==> src/core/acw_pkg.sv <==
package acw_pkg;
  localparam int unsigned ADDR_W = 12;
  localparam int unsigned DATA_W = 32;
  // Register indices; byte address is four times the index
  localparam logic [7:0] IDX_CH5_RESULT = 8'hf5;
  localparam logic [7:0] IDX_CH6_RESULT = 8'hf6;
  localparam logic [7:0] IDX_CH7_RESULT = 8'hf7;
  localparam logic [7:0] IDX_CH6_LOW_LIMIT = 8'hf8;
  localparam logic [7:0] IDX_CH7_LOW_LIMIT = 8'hf9;
  localparam logic [7:0] IDX_CH6_HIGH_LIMIT = 8'hfa;
  localparam logic [7:0] IDX_CH7_HIGH_LIMIT = 8'hfb;
  localparam logic [7:0] IDX_LIMIT_FLAGS = 8'hfc;
  localparam logic [7:0] IDX_SCAN_CONTROL = 8'hfd;
  localparam logic [7:0] IDX_IRQ_CONTROL = 8'hfe;
  localparam logic [7:0] IDX_IRQ_VECTOR = 8'hff;
  localparam logic [ADDR_W-1:0] ADDR_CH5_RESULT = {2'h0, IDX_CH5_RESULT, 2'h0};
  localparam logic [ADDR_W-1:0] ADDR_CH6_RESULT = {2'h0, IDX_CH6_RESULT, 2'h0};
  localparam logic [ADDR_W-1:0] ADDR_CH7_RESULT = {2'h0, IDX_CH7_RESULT, 2'h0};
  localparam logic [ADDR_W-1:0] ADDR_CH6_LOW_LIMIT = {2'h0, IDX_CH6_LOW_LIMIT, 2'h0};
  localparam logic [ADDR_W-1:0] ADDR_CH7_LOW_LIMIT = {2'h0, IDX_CH7_LOW_LIMIT, 2'h0};
  localparam logic [ADDR_W-1:0] ADDR_CH6_HIGH_LIMIT = {2'h0, IDX_CH6_HIGH_LIMIT, 2'h0};
  localparam logic [ADDR_W-1:0] ADDR_CH7_HIGH_LIMIT = {2'h0, IDX_CH7_HIGH_LIMIT, 2'h0};
  localparam logic [ADDR_W-1:0] ADDR_LIMIT_FLAGS = {2'h0, IDX_LIMIT_FLAGS, 2'h0};
  localparam logic [ADDR_W-1:0] ADDR_SCAN_CONTROL = {2'h0, IDX_SCAN_CONTROL, 2'h0};
  localparam logic [ADDR_W-1:0] ADDR_IRQ_CONTROL = {2'h0, IDX_IRQ_CONTROL, 2'h0};
  localparam logic [ADDR_W-1:0] ADDR_IRQ_VECTOR = {2'h0, IDX_IRQ_VECTOR, 2'h0};
  // scan_control fields
  localparam int unsigned SC_FIRST_LSB = 5;
  localparam int unsigned SC_PIN_TRIG = 4;
  localparam int unsigned SC_TIMER_TRIG = 3;
  localparam int unsigned SC_BIAS = 2;
  localparam int unsigned SC_REPEAT = 1;
  localparam int unsigned SC_RUN = 0;
  localparam logic [7:0] SC_RESET = 8'h00;
  // converter_irq_control fields
  localparam int unsigned IC_END = 7;
  localparam int unsigned IC_ALARM = 6;
  localparam int unsigned IC_END_EN = 5;
  localparam int unsigned IC_ALARM_EN = 4;
  localparam int unsigned IC_RSVD = 3;
  localparam int unsigned IC_PRIO_LSB = 0;
  localparam logic [7:0] IC_RESET = 8'h0f;
  // limit_flags: bits 7..4 flags, bits 3..0 read as ones
  localparam int unsigned LF_FLAG_LSB = 4;
  localparam logic [3:0] LF_RSVD = 4'hf;
  localparam logic [7:0] LF_RESET = 8'h0f;
  // converter_irq_vector
  localparam int unsigned IV_BASE_LSB = 2;
  localparam logic [5:0] IV_BASE_RESET = 6'h00;
  localparam logic [2:0] LAST_CHAN = 3'h7;
  localparam logic [2:0] CH5 = 3'h5;
  localparam logic [2:0] CH6 = 3'h6;
  localparam logic [2:0] CH7 = 3'h7;

  typedef enum logic [1:0] {SCAN_IDLE, SCAN_LAUNCH, SCAN_WAIT} acw_scan_e;

  typedef struct packed {
    logic start;
    logic abort;
    logic [2:0] chan;
  } acw_conv_req_s;
endpackage

==> src/core/acw_top.sv <==
// Decided for this implementation: register access over APB.
`timescale 1ns/1ps
// Notes on behaviour
// - Result at or above upper limit sets channel 7/6 high flag, bits 7/6.
// - Result strictly below lower limit sets channel 7/6 low flag, bits 5/4.
// - Limit flag low four bits read as ones; reset value 0Fh.
// - Software reset request via interrupt control write clears all four limit flags.
// - Any scan control write aborts conversion and re-initialises sequencing.
// - Start channel field picks first channel; increments up to channel 7.
// - Pin trigger enable lets next falling pin edge start a sequence.
// - Timer trigger enable lets timer event pulse start a sequence.
// - Enabled trigger sources are ORed; software should enable only one.
// - Any trigger sets run bit; single mode clears it at sequence end.
// - Bias enable zero idles the converter; one powers it.
// - Single mode: each start launches exactly one sequence.
// - Continuous mode: first sequence started, then repeats without triggers.
// - Writing run bit one starts, zero stops; scan control resets to zero.
// - End of conversion flag sets when a sequence completes.
// - Window alarm flag sets when channel 6 or 7 leaves its window.
// - Software writing either flag one raises a request too.
// - Bits 5 and 4 enable end and alarm requests; zero masks.
// - Bits 2:0 give priority level to the interrupt system; reset 0Fh.
// - Vector holds base in 7:2, source word in bit 1, zero bit 0.
// - Alarm request served before end of conversion, which stays pending.
// - Continuous mode restarts at start channel after channel 7.
// - Triggers arriving while run bit is set are ignored.
// - Channel result register reloads when that channel's conversion completes.
module acw_top (
  input wire logic CLK_SYS, // System clock
  input wire logic NRST, // Async reset, active low
  input wire logic PSEL, // APB select
  input wire logic PENABLE, // APB enable
  input wire logic PWRITE, // APB direction
  input wire logic [acw_pkg::ADDR_W-1:0] PADDR, // APB byte address
  input wire logic [acw_pkg::DATA_W-1:0] PWDATA, // APB write data
  output logic [acw_pkg::DATA_W-1:0] PRDATA, // APB read data
  output logic PREADY, // APB ready
  output logic PSLVERR, // APB error on unmapped address
  input wire logic TRIGGER_INPUT_PIN, // External trigger pin
  input wire logic TIMER_EVENT, // Timer event pulse, same clock
  output acw_pkg::acw_conv_req_s CONV_REQ, // Conversion request
  input wire logic CONV_DONE, // Conversion finished pulse
  input wire logic [7:0] CONV_DATA, // Conversion result
  output logic ANALOG_BIAS_EN, // Analog section powered
  output logic IRQ_REQ, // Interrupt request
  output logic [2:0] IRQ_PRIORITY_LEVEL, // Interrupt priority
  output logic [7:0] IRQ_VECTOR // Vector with source word
);
  logic rst_n;
  logic pin_s;
  logic pin_prev_q;
  logic [7:0] res5_q, res6_q, res7_q;
  logic [7:0] lim_q [4];
  logic [3:0] flags_q;
  logic [3:0] hw_set;
  logic [2:0] first_q;
  logic pin_en_q, tmr_en_q, bias_q, repeat_q, run_q;
  logic end_flag_q, alarm_flag_q, end_en_q, alarm_en_q, icr_rsvd_q;
  logic [2:0] prio_q;
  logic [5:0] vbase_q;
  logic [31:0] prdata_q;
  logic [7:0] rd8;
  logic hit, access, wr;
  logic wr_sc, wr_ic, wr_lf;
  logic pin_fall, trig;
  logic chan_done, seq_end;
  logic end_req, alarm_req;
  logic [7:0] wd;

  acw_sync #(.RESET_VAL(1'b0)) u_rst_sync (
    .clk(CLK_SYS),
    .rst_n(NRST),
    .d(1'b1),
    .q(rst_n)
  );

  // Pin idles high so that reset does not fake a falling edge
  acw_sync #(.RESET_VAL(1'b1)) u_pin_sync (
    .clk(CLK_SYS),
    .rst_n(rst_n),
    .d(TRIGGER_INPUT_PIN),
    .q(pin_s)
  );

  acw_scan u_scan (
    .clk(CLK_SYS),
    .rst_n(rst_n),
    .run(run_q),
    .bias(bias_q),
    .repeat_mode(repeat_q),
    .first_chan(first_q),
    .abort(wr_sc),
    .conv_done(CONV_DONE),
    .conv_req(CONV_REQ),
    .chan_done(chan_done),
    .seq_end(seq_end)
  );

  // Bus decode; zero wait states so every access phase completes
  assign wd = PWDATA[7:0];
  assign access = PSEL && PENABLE;
  assign wr = access && PWRITE && hit;
  assign wr_sc = wr && (PADDR == acw_pkg::ADDR_SCAN_CONTROL);
  assign wr_ic = wr && (PADDR == acw_pkg::ADDR_IRQ_CONTROL);
  assign wr_lf = wr && (PADDR == acw_pkg::ADDR_LIMIT_FLAGS);
  assign PREADY = 1'b1;
  assign PSLVERR = access && !hit;
  assign PRDATA = prdata_q;

  always_comb begin
    hit = 1'b1;
    case (PADDR)
      acw_pkg::ADDR_CH5_RESULT: rd8 = res5_q;
      acw_pkg::ADDR_CH6_RESULT: rd8 = res6_q;
      acw_pkg::ADDR_CH7_RESULT: rd8 = res7_q;
      acw_pkg::ADDR_CH6_LOW_LIMIT: rd8 = lim_q[0];
      acw_pkg::ADDR_CH7_LOW_LIMIT: rd8 = lim_q[1];
      acw_pkg::ADDR_CH6_HIGH_LIMIT: rd8 = lim_q[2];
      acw_pkg::ADDR_CH7_HIGH_LIMIT: rd8 = lim_q[3];
      acw_pkg::ADDR_LIMIT_FLAGS: rd8 = {flags_q, acw_pkg::LF_RSVD};
      acw_pkg::ADDR_SCAN_CONTROL: rd8 = {first_q, pin_en_q, tmr_en_q, bias_q, repeat_q, run_q};
      acw_pkg::ADDR_IRQ_CONTROL: rd8 = {end_flag_q, alarm_flag_q, end_en_q, alarm_en_q, icr_rsvd_q, prio_q};
      acw_pkg::ADDR_IRQ_VECTOR: rd8 = IRQ_VECTOR;
      default: begin
        rd8 = 8'h00;
        hit = 1'b0;
      end
    endcase
  end

  // Read data is captured in the setup phase and held through access
  always_ff @(posedge CLK_SYS or negedge rst_n) begin
    if (!rst_n) begin
      prdata_q <= 32'h0;
    end else if (PSEL && !PENABLE) begin
      prdata_q <= {24'h0, rd8};
    end
  end

  // Triggers
  always_ff @(posedge CLK_SYS or negedge rst_n) begin
    if (!rst_n) begin
      pin_prev_q <= 1'b1;
    end else begin
      pin_prev_q <= pin_s;
    end
  end

  assign pin_fall = pin_prev_q && !pin_s;
  assign trig = (pin_fall && pin_en_q) || (TIMER_EVENT && tmr_en_q);

  // Scan control
  always_ff @(posedge CLK_SYS or negedge rst_n) begin
    if (!rst_n) begin
      first_q <= acw_pkg::SC_RESET[acw_pkg::SC_FIRST_LSB +: 3];
      pin_en_q <= acw_pkg::SC_RESET[acw_pkg::SC_PIN_TRIG];
      tmr_en_q <= acw_pkg::SC_RESET[acw_pkg::SC_TIMER_TRIG];
      bias_q <= acw_pkg::SC_RESET[acw_pkg::SC_BIAS];
      repeat_q <= acw_pkg::SC_RESET[acw_pkg::SC_REPEAT];
    end else if (wr_sc) begin
      first_q <= wd[acw_pkg::SC_FIRST_LSB +: 3];
      pin_en_q <= wd[acw_pkg::SC_PIN_TRIG];
      tmr_en_q <= wd[acw_pkg::SC_TIMER_TRIG];
      bias_q <= wd[acw_pkg::SC_BIAS];
      repeat_q <= wd[acw_pkg::SC_REPEAT];
    end
  end

  // Run bit: a write decides, else trigger when idle, else single-mode end
  always_ff @(posedge CLK_SYS or negedge rst_n) begin
    if (!rst_n) begin
      run_q <= acw_pkg::SC_RESET[acw_pkg::SC_RUN];
    end else if (wr_sc) begin
      run_q <= wd[acw_pkg::SC_RUN];
    end else if (trig && !run_q) begin
      run_q <= 1'b1;
    end else if (seq_end && !repeat_q) begin
      run_q <= 1'b0;
    end
  end

  assign ANALOG_BIAS_EN = bias_q;

  // Result registers; a completing conversion beats a software write
  always_ff @(posedge CLK_SYS or negedge rst_n) begin
    if (!rst_n) begin
      res5_q <= 8'h00;
      res6_q <= 8'h00;
      res7_q <= 8'h00;
    end else begin
      if (chan_done && CONV_REQ.chan == acw_pkg::CH5) begin
        res5_q <= CONV_DATA;
      end else if (wr && PADDR == acw_pkg::ADDR_CH5_RESULT) begin
        res5_q <= wd;
      end
      if (chan_done && CONV_REQ.chan == acw_pkg::CH6) begin
        res6_q <= CONV_DATA;
      end else if (wr && PADDR == acw_pkg::ADDR_CH6_RESULT) begin
        res6_q <= wd;
      end
      if (chan_done && CONV_REQ.chan == acw_pkg::CH7) begin
        res7_q <= CONV_DATA;
      end else if (wr && PADDR == acw_pkg::ADDR_CH7_RESULT) begin
        res7_q <= wd;
      end
    end
  end

  // Limits and flags: index 0 ch6 low, 1 ch7 low, 2 ch6 high, 3 ch7 high
  for (genvar i = 0; i < 4; i++) begin : g_win
    localparam logic [2:0] CH = (i % 2 == 1) ? acw_pkg::CH7 : acw_pkg::CH6;
    localparam logic [acw_pkg::ADDR_W-1:0] LADDR = (i == 0) ? acw_pkg::ADDR_CH6_LOW_LIMIT :
      (i == 1) ? acw_pkg::ADDR_CH7_LOW_LIMIT :
      (i == 2) ? acw_pkg::ADDR_CH6_HIGH_LIMIT : acw_pkg::ADDR_CH7_HIGH_LIMIT;
    if (i >= 2) begin : g_high
      assign hw_set[i] = chan_done && (CONV_REQ.chan == CH) && (CONV_DATA >= lim_q[i]);
    end else begin : g_low
      assign hw_set[i] = chan_done && (CONV_REQ.chan == CH) && (CONV_DATA < lim_q[i]);
    end

    always_ff @(posedge CLK_SYS or negedge rst_n) begin
      if (!rst_n) begin
        lim_q[i] <= 8'h00;
      end else if (wr && PADDR == LADDR) begin
        lim_q[i] <= wd;
      end
    end

    // Set wins over any clear in the same cycle; software can only clear
    always_ff @(posedge CLK_SYS or negedge rst_n) begin
      if (!rst_n) begin
        flags_q[i] <= acw_pkg::LF_RESET[acw_pkg::LF_FLAG_LSB + i];
      end else if (hw_set[i]) begin
        flags_q[i] <= 1'b1;
      end else if (wr_ic && !wd[acw_pkg::IC_ALARM]) begin
        flags_q[i] <= 1'b0;
      end else if (wr_lf && !wd[acw_pkg::LF_FLAG_LSB + i]) begin
        flags_q[i] <= 1'b0;
      end
    end
  end

  // Interrupt control; software may set a flag to raise a request
  always_ff @(posedge CLK_SYS or negedge rst_n) begin
    if (!rst_n) begin
      end_flag_q <= acw_pkg::IC_RESET[acw_pkg::IC_END];
      alarm_flag_q <= acw_pkg::IC_RESET[acw_pkg::IC_ALARM];
      end_en_q <= acw_pkg::IC_RESET[acw_pkg::IC_END_EN];
      alarm_en_q <= acw_pkg::IC_RESET[acw_pkg::IC_ALARM_EN];
      icr_rsvd_q <= acw_pkg::IC_RESET[acw_pkg::IC_RSVD];
      prio_q <= acw_pkg::IC_RESET[2:0];
    end else begin
      end_flag_q <= (wr_ic ? wd[acw_pkg::IC_END] : end_flag_q) | seq_end;
      alarm_flag_q <= (wr_ic ? wd[acw_pkg::IC_ALARM] : alarm_flag_q) | (|hw_set);
      if (wr_ic) begin
        end_en_q <= wd[acw_pkg::IC_END_EN];
        alarm_en_q <= wd[acw_pkg::IC_ALARM_EN];
        icr_rsvd_q <= wd[acw_pkg::IC_RSVD];
        prio_q <= wd[acw_pkg::IC_PRIO_LSB +: 3];
      end
    end
  end

  always_ff @(posedge CLK_SYS or negedge rst_n) begin
    if (!rst_n) begin
      vbase_q <= acw_pkg::IV_BASE_RESET;
    end else if (wr && PADDR == acw_pkg::ADDR_IRQ_VECTOR) begin
      vbase_q <= wd[acw_pkg::IV_BASE_LSB +: 6];
    end
  end

  assign end_req = end_flag_q && end_en_q;
  assign alarm_req = alarm_flag_q && alarm_en_q;
  assign IRQ_REQ = end_req || alarm_req;
  assign IRQ_PRIORITY_LEVEL = prio_q;
  // Alarm owns the word select while pending; end request waits behind it
  assign IRQ_VECTOR = {vbase_q, !alarm_req, 1'b0};
endmodule

==> src/core/acw_sync.sv <==
`timescale 1ns/1ps
module acw_sync #(
  parameter logic RESET_VAL = 1'b0
) (
  input wire logic clk, // Sampling clock
  input wire logic rst_n, // Async reset, active low
  input wire logic d, // Asynchronous level
  output logic q // Synchronised level
);
  logic meta_q;

  always_ff @(posedge clk or negedge rst_n) begin
    if (!rst_n) begin
      meta_q <= RESET_VAL;
      q <= RESET_VAL;
    end else begin
      meta_q <= d;
      q <= meta_q;
    end
  end
endmodule

==> src/core/acw_scan.sv <==
`timescale 1ns/1ps
module acw_scan (
  input wire logic clk, // System clock
  input wire logic rst_n, // Synchronised reset, active low
  input wire logic run, // Run bit
  input wire logic bias, // Converter powered
  input wire logic repeat_mode, // Continuous mode
  input wire logic [2:0] first_chan, // Start channel
  input wire logic abort, // Scan control written
  input wire logic conv_done, // Conversion finished
  output acw_pkg::acw_conv_req_s conv_req, // Request to analog side
  output logic chan_done, // Current channel finished
  output logic seq_end // Last channel finished
);
  acw_pkg::acw_scan_e state_q;
  logic [2:0] chan_q;

  assign chan_done = (state_q == acw_pkg::SCAN_WAIT) && conv_done && !abort;
  assign seq_end = chan_done && (chan_q == acw_pkg::LAST_CHAN);
  assign conv_req.start = (state_q == acw_pkg::SCAN_LAUNCH) && run && bias && !abort;
  assign conv_req.abort = abort && (state_q != acw_pkg::SCAN_IDLE);
  assign conv_req.chan = chan_q;

  always_ff @(posedge clk or negedge rst_n) begin
    if (!rst_n) begin
      state_q <= acw_pkg::SCAN_IDLE;
      chan_q <= 3'h0;
    end else if (abort || !run || !bias) begin
      // Power-down or stop drops any sequence in flight
      state_q <= acw_pkg::SCAN_IDLE;
    end else begin
      case (state_q)
        acw_pkg::SCAN_IDLE: begin
          chan_q <= first_chan;
          state_q <= acw_pkg::SCAN_LAUNCH;
        end
        acw_pkg::SCAN_LAUNCH: begin
          state_q <= acw_pkg::SCAN_WAIT;
        end
        acw_pkg::SCAN_WAIT: begin
          if (conv_done) begin
            if (chan_q == acw_pkg::LAST_CHAN) begin
              chan_q <= first_chan;
              state_q <= repeat_mode ? acw_pkg::SCAN_LAUNCH : acw_pkg::SCAN_IDLE;
            end else begin
              chan_q <= chan_q + 3'h1;
              state_q <= acw_pkg::SCAN_LAUNCH;
            end
          end
        end
        default: begin
          state_q <= acw_pkg::SCAN_IDLE;
        end
      endcase
    end
  end
endmodule

==> config.mk <==
export PLATFORM = sky130hd
export DESIGN_NAME = acw_top
export DESIGN_NICKNAME = d
export VERILOG_FILES = /design/src/core/acw_pkg.sv /design/src/core/acw_top.sv /design/src/core/acw_sync.sv /design/src/core/acw_scan.sv
export SDC_FILE = /design/constraint.sdc
export NUM_CORES = 1
export LEC_CHECK = 0
export ABC_CLOCK_PERIOD_IN_PS = 3900
export BUFFER_PORTS_ARGS = -buffer_cell sky130_fd_sc_hd__buf_2
export CAP_MARGIN = 0
export CORE_MARGIN = 10
export CORE_UTILIZATION = 40
export DETAILED_ROUTE_END_ITERATION = 7
export PLACE_DENSITY = 0.66
export SYNTH_ARGS = -nofsm -noshare
export SYNTH_HDL_FRONTEND = slang
export SYNTH_HIERARCHICAL = 1
export SYNTH_SLANG_ARGS = --single-unit
==> constraint.sdc <==
create_clock -name CLK_SYS -period 3.9 [get_ports CLK_SYS]
set_input_delay 0.78 -clock CLK_SYS [delete_from_list [all_inputs] [get_ports CLK_SYS]]
set_output_delay 0.78 -clock CLK_SYS [all_outputs]
set_load 0.05 [all_outputs]
# Word-level counts from Yosys, hierarchy flattened
# Cells that the tools add are included.
dict set report word_totals {
  reg_bits 100
  inputBits 60
}
dict set report classes {
  n_addsub 1
  n_lt_le_gt_ge 4
  n_eq_ne 18
  n_mux 33
  bitwise 3
  reduce_logical 71
}
# op count
set ops {}
lappend ops {{equality test 12 x 10 -> 1 bit (second input constant)} 11}
lappend ops {{case mux 8 bit (11 select lines)} 1}
lappend ops {{two-way mux 8 bit} 6}
lappend ops {{logical AND 1 bit} 41}
lappend ops {{two-way mux 1 bit} 19}
lappend ops {{>= comparator 8 bit} 2}
lappend ops {{less-than comparator 8 bit} 2}
lappend ops {{nonzero test 3 bit} 5}
lappend ops {{zero test 1 bit} 12}
lappend ops {{OR reduction 11 bit} 1}
lappend ops {{nonzero test 2 bit} 5}
lappend ops {{equality test 3 bit (second input constant)} 3}
lappend ops {{two-way mux 2 bit} 3}
lappend ops {{two-way mux 3 bit} 2}
lappend ops {{case mux 2 bit (3 select lines)} 1}
lappend ops {{case mux 3 bit (2 select lines)} 1}
lappend ops {{logical OR 1 bit} 4}
lappend ops {{OR reduction 4 bit} 1}
lappend ops {{adder 3 x 1 -> 3 bit (second input constant)} 1}
lappend ops {{!= test 3 bit (second input constant)} 1}
lappend ops {{AND reduction 3 bit} 1}
lappend ops {{equality test 2 x 1 -> 1 bit (second input constant)} 1}
lappend ops {{equality test 2 bit (second input constant)} 1}
lappend ops {{zero test 2 bit} 1}
lappend ops {{3 further kinds} 4}

# Logic depth before layout (Yosys ltp)
# Gate-level depths: netlist (run 1).
dict set report logic_depth {
  ltp_word 12
  mapped_depth 12
  ltp_nobuf 10
}

# Hierarchy
# Netlist (run 1), hierarchy kept.
# module n_inst cells_per_inst area_per_inst_um2
set by_module_without_submodules {}
lappend by_module_without_submodules {acw_top 1 592 5775.5}
lappend by_module_without_submodules {acw_scan 1 35 336.6}
lappend by_module_without_submodules {{acw_sync (u_pin_sync)} 1 2 52.6}
lappend by_module_without_submodules {{acw_sync (u_rst_sync)} 1 2 50.0}

# Worst setup path before layout (run 1)
# Ideal clock, no wire load.
dict set report synth_path {
  path_type {input to output}
  start {in PADDR[5] in the netlist's numbering}
  end {out CONV_REQ[4] in the netlist's numbering}
  t_arrival_ns 2.703
  required_ns 3.120
  slack_ns 0.417
  path_stages 7
  n_path_buf 1
  cell_sequence {buf_2 -> and2b_1 -> o211ai_1 -> a311o_1 -> nor3_4 -> nand3b_1 -> nor2_1}
}
# item line
set synth_lines {}
lappend synth_lines {{from (decl)} acw_top.sv:34} ;# input wire logic [acw_pkg::ADDR_W-1:0] PADDR,
lappend synth_lines {{to (decl)} acw_top.sv:41} ;# output acw_pkg::acw_conv_req_s CONV_REQ,

==> results of run 1 <==
flip-flops by register name, summed over array words and instances (netlist names), 3 cells and up:
register / flops
lim_q: 32
PRDATA: 8
res5_q: 8
res6_q: 8
res7_q: 8
vbase_q: 6
flags_q: 4
IRQ_PRIORITY_LEVEL: 3
first_q: 3
u_scan/chan_q: 3
cells by family after synthesis:
kind of cell / count (synthesis)
AOI/OAI and AO/OA: 138
muxes: 84
other: 2
and+or+nand+nor: 176
adders and majority gates: 32
DFF: 100
buffers and inverters: 99
metal layers:
layer,track usage [%],up-vias,share of wire (%)
met1,27.9,2611,46
met2,29.4,235,43
met4,6.06,0,2.3
met5,0,-,0
li1,-,2369,-
met3,4.76,36,9.1
area by class of cell:
class | instances | area share (%)
Multi-Input combinational cell | 457 | 47.5
Timing Repair Buffer | 81 | 6.55
Sequential cell | 100 | 36.2
Clock buffer | 12 | 3.55
Inverter | 40 | 2.16
Tap cell | 188 | 3.38
Clock inverter | 4 | 0.702
worst max-delay path: cells and delay by family:
kind	cells	cell delay (ns)
AND/OR/NAND/NOR	4	1.11
AO/OA/AOI/OAI	2	0.56
buffers and inverters	2	0.31
cells in the mapped netlist (all sizes together), types with 3 or more instances:
master / n
o21ai: 35
clkbuf: 14
ha: 32
a21o: 4
and4b: 3
buf: 45
o22ai: 3
nand2: 52
o211ai: 4
nor2b: 3
o32ai: 3
nand3: 20
nor2: 34
mux2: 44
a32oi: 4
dfrtp: 93
inv: 40
a221oi: 3
o21a: 4
nor3: 11
a21oi: 36
mux2i: 39
dfstp: 7
a22oi: 9
a31oi: 7
nand2b: 8
and3: 3
nor4: 8
nand4: 13
a2111oi: 3
worst max-delay path by stage:
stage                        endpoint  cells past startpoint  slack, ns
after floorplan           CONV_REQ[4]                      7       0.42
after global placement    CONV_REQ[4]                      8       0.37
after detailed placement    res7_q[7]                     12       0.25
after CTS                 CONV_REQ[4]                      8       0.35
after global routing      CONV_REQ[4]                      8       0.25
final                     CONV_REQ[4]                      8       0.34
power by group through the flow:
stage	clock, uW	sequential [uW]	combinational (uW)
floorplan	0	1080	159
global placement	0	1080	232
detailed placement	0	1080	233
CTS	940	1060	234
global route	985	1060	253
finish	920	1060	237
stage by stage:
| step | hold slack (ns) | setup slack, ns | area [sq um] | instances | total power, uW |
|---|---|---|---|---|---|
| 3_5_place_dp | 0.345 | 0.249 | 6660 | 866 | 1310 |
| 3_3_place_gp | 0.339 | 0.366 | 6660 | 866 | 1310 |
| 4_1_cts | 0.183 | 0.350 | 6950 | 882 | 2230 |
| 5_1_grt | 0.188 | 0.249 | 6950 | 882 | 2300 |
| 2_1_floorplan | 0.331 | 0.417 | 6310 | 656 | 1240 |
| 6_report | 0.192 | 0.341 | 6950 | 882 | 2220 |
==> impl_results.md, run 1 <==
* Synth Area in Compound Gates at about 15%
* Sw Ratio at 27.2%
* Core area at between 15000 and 20000 sq um
* Most used cell, CP: buf_2
* Die area at roughly 21000 sq um
* Number of global-route vias before repair at 5149
* Mux cell area share after synthesis at between 10% and 20%
* EDFF count, synth at 0
* Crit path from: PADDR[5]
* CP Class: in2out
* Post-Synth Simple-Gate Area at 15.9%
* H-tree depth at 3
* Number of clock buffers inserted by TritonCTS at 9
* Dpl hpwl at between 15000 and 20000 um
* Area growth from synthesis to final layout at 11.9%
* Die width at about 140 um
* Most frequent cells in the layout: dfrtp_1 (92), buf_2 (61), nand2_1 (50), mux2_2 (43), inv_1 (40)
* Final core occ at 45.7%
* Slew Limit Fails at 0
* RSZ-0062 raised after global routing: no
* Initial antenna violation count at 0
* Dominant cell type by area after synthesis: dfrtp_1
* Synth Instances at ~630
* Placer Congestion at between 0.9 and 1
* Slew headroom at approximately 30%
* Worst skew pair latency at approximately 0.36 ns
* Layout Nets at 781
* Tmin final at about 3.6 ns
* Starting density of the core at around 41%
* Register Area at between 2000 and 3000 sq um
* Synth cell types at 74
* Largest fanout on the critical path at 6
* Logic pwr share at 10.7%
* Ant diodes at 0
* Clock transition at path regs at around 0.060 ns
* Post-synthesis register bit count at 100
* Flop pwr share at a little under half
* Post-CTS Resized at 0
* Initial drt markers at around 590
* Row cnt at between 40 and 50
* CTS tree: done
* Fraction of final layout cells sized beyond drive strength 1 at 23.2%
* Worst EP required at 3.12 ns
* Maximum VDD drop at ~0.00025 V
* Layout fillers at 1460
* CTS Sinks at 100
* Setup Skew at between 0.009 and 0.01 ns
* Top cells by area, synth: dfrtp_1 (37%), mux2_2 (7.8%), ha_1 (6.4%)
* Sw Pwr at between 600 and 700 uW
* Io pins at 112
* Reg-to-reg slack, setup at 1.76 ns
* Post-CTS setup repair buffer count at 0
* DR WL/cell at approximately 23 um
* Max-cap violation count at 0
* Max stage delay on crit path at about 0.42 ns
* Int Pwr at 1610 uW
* First-pass GRT wire length at 31100 um
* Average via count per standard cell at 5.95
* Fin. Hold Viols at 0
* Top cell type's share of synthesized area at 37.4%
* Clock root buffer: clkbuf_16
* Combinational family with the most area after synthesis: simple AND/OR/NAND/NOR gates
* Power Dens Cells at 319 nW/um^2
* DRC at 0
* CTS Hold Bufs at 0
* Adder-cell share of the synthesized area at 6.44%
* Primary FF master, synth: dfrtp_1
* Post-Syn Area per Cell at 9.85 sq um
* Largest net degree at the start of global routing at 73
* Clock network power share at 41.5%
* CP endpoint kind: output pin
* R2R Path End: res7_q[7]
* Final wirelength at just over 20000 um
* Mapped Area at 6210 sq um
* Status: complete, no violations
* TNS Setup at 0 ns
* HP Class: in2async
* Overflow after GRT at 0
* Worst-Margin Slew at between 1 and 1.5 ns
* FF-to-FF path depth at 6
* Final Cycle Share at approximately nine tenths
* Gr usage total at slightly below 20%
* Startpoint types: primary input
* Achievable Freq at 281 MHz
* Vias at 5251
* Slowest CP cell: a311o_1
* Critical path arrival at 2.78 ns
* Multi-input logic area at about 3300 sq um
* Commonest non-fill, non-tap cell in the layout: dfrtp_1
* Ys async rst share at 100%
* Count of input and output buffers at between 60 and 70
* Yosys warning total at 6
* Worst path cell trace: buf_2, and2b_1, o211ai_1, a311o_1, nor3_4, nand3b_1, nor2_1, buf_2
* Post-synthesis xor/xnor area fraction at 0%
* Router iterations before antenna repair at 5
* Setup Viol. Count Final at 0
* RR Startpoint: u_scan/state_q[0]
* Register area share after synthesis at 40.4%
* Lkg Pwr at approximately 0.0033 uW
* Detail Route Antenna Nets at 0
* Clk buf depth at 2
* Die Ht at between 100 and 150 um
No activity file was read; power rests on OpenSTA's default activity.
==> run 2: changes to the inputs <==
- BUFFER_PORTS_ARGS: -buffer_cell sky130_fd_sc_hd__buf_2 -> default
- DONT_BUFFER_PORTS: default -> 1
- PLACE_DENSITY: 0.66 -> 0.6
==> impl_results.md, run 2 (synthesis results as in run 1) <==
* Status: complete, no violations
* Number of global-route vias before repair at a little under 5000
* Worst EP required at roughly 3.1 ns
* Area growth from synthesis to final layout at 7.09%
* Starting density of the core at between 40% and 50%
* Met2 Use GR at approximately 34%
* Router iterations before antenna repair at 5
* Fraction of final layout cells sized beyond drive strength 1 at approximately 16%
* Placer Congestion at ~0.99
* Largest net degree at the start of global routing at between 70 and 80
* Ant diodes at 0
* Largest fanout on the critical path at 18
* Slew Limit Fails at 0
* Slew headroom at 22.2%
* CP Class: in2out
* Power Dens Cells at about 330 nW/um^2
* Fin cells at around 800
* Layout fillers at roughly 1400
* RR Startpoint: u_scan/chan_q[0]
* Initial antenna violation count at 0
* RSZ-0062 raised after global routing: no
* Die Ht at around 140 um
* Lkg Pwr at 0.00300 uW
* Average via count per standard cell at approximately 6
* Startpoint types: primary input
* Grt met3 use at 4.69%
* Detail Route Antenna Nets at 0
* CP endpoint kind: output pin
* Max-cap violation count at 0
* First-pass GRT wire length at roughly 32000 um
* Final Cycle Share at 82.3%
* Inst Count DP at around 800
* Number of clock buffers inserted by TritonCTS at 9
* Post-CTS setup repair buffer count at 0
* Top reg by flops: lim_q
* Final wirelength at 21200 um
* Die area at 20900 sq um
* Die width at approximately 140 um
* Worst skew pair latency at 0.36 ns
* Reg-to-reg slack, setup at 1.54 ns
* Row cnt at 45
* Count of input and output buffers at 0
* Gr busiest metal: met2
* Gr usage total at 20.5%
* TNS Setup at 0 ns
* CTS Hold Bufs at 0
* Grt met1 use at 25.9%
* Io pins at ~110
* Dpl hpwl at around 16000 um
* H-tree depth at 3
* Commonest non-fill, non-tap cell in the layout: dfrtp_1
* Clock transition at path regs at ~0.070 ns
* Core area at between 15000 and 20000 sq um
* Overflow after GRT at 0
* Worst-Margin Slew at about 1.2 ns
* Tmin final at 3.21 ns
* Max reg flops at 32
* DR WL/cell at 25.9 um
* Layout Nets at approximately 720
* Achievable Freq at 312 MHz
* Vias at just under 5000
* CTS Sinks at 100
* FF-to-FF path depth at 5
* Setup Viol. Count Final at 0
* Clk buf depth at 2
* Setup Skew at 0.00792 ns
* Most frequent cells in the layout: dfrtp_1 (92), nand2_1 (50), mux2_2 (43), inv_1 (40), mux2i_1 (39)
* Critical path arrival at 2.43 ns
* Multi-input logic area at approximately 3300 sq um
* Register Area at about 2500 sq um
* DRC at 0
* Post-CTS Resized at 0
* Maximum VDD drop at between 0.0004 and 0.0005 V
* R2R Path End: u_scan/chan_q[0]
* CTS tree: done
* Clock root buffer: clkbuf_16
* Fin. Hold Viols at 0
* HP Class: in2async
* Initial drt markers at between 300 and 400
run 2: cell type report:
type / instances / share of cell area [%]
Multi-Input combinational cell: 457 / 49.6
Sequential cell: 100 / 37.8
Clock buffer: 10 / 3.59
Tap cell: 188 / 3.53
Inverter: 40 / 2.26
Timing Repair Buffer: 17 / 1.92
Clock inverter: 6 / 1.30
run 2: per-stage QoR:
stage | hold WS, ns | setup WS, ns | instance area (sq um) | total power, uW | utilization (%)
finish | 0.104 | 0.691 | 6660 | 2220 | 43.8
global route | 0.0949 | 0.609 | 6660 | 2290 | 43.8
global placement | 0.346 | 0.518 | 6330 | 1230 | 41.6
detailed placement | 0.340 | 0.497 | 6330 | 1240 | 41.6
CTS | 0.0984 | 0.699 | 6660 | 2230 | 43.8
floorplan | 0.331 | 0.417 | 6310 | 1240 | -
run 2: how the worst max path moves through the flow:
stage	start	end	slack, ns	cells past startpoint
final	PADDR[5]	CONV_REQ[4]	0.69	7
after global routing	PADDR[5]	CONV_REQ[4]	0.61	7
after global placement	PADDR[5]	alarm_flag_q	0.52	10
after floorplan	PADDR[5]	CONV_REQ[4]	0.42	7
after CTS	PADDR[5]	CONV_REQ[4]	0.70	7
after detailed placement	PADDR[5]	alarm_flag_q	0.50	10
run 2: critical path, cell delays in order:
cell and delay (ns):
and2b_1 0.31, o211ai_1 0.13, a311o_1 0.40, nor3_4 0.30, nand3b_1 0.23, nor2_1 0.07, buf_4 0.19
run 2: power breakdown:
part           leakage (uW)  switching, uW  internal, uW
Combinational       0.00156            114          39.2
Sequential          0.00129           21.7          1040
Clock              0.000159            418           580
Total               0.00300            554          1660
run 2: metal layers:
layer | vias to the layer above | part of all wire [%]
met1 | 2466 | 41
met4 | 0 | 2.6
met2 | 211 | 49
li1 | 2227 | -
met5 | - | 0
met3 | 35 | 8.2
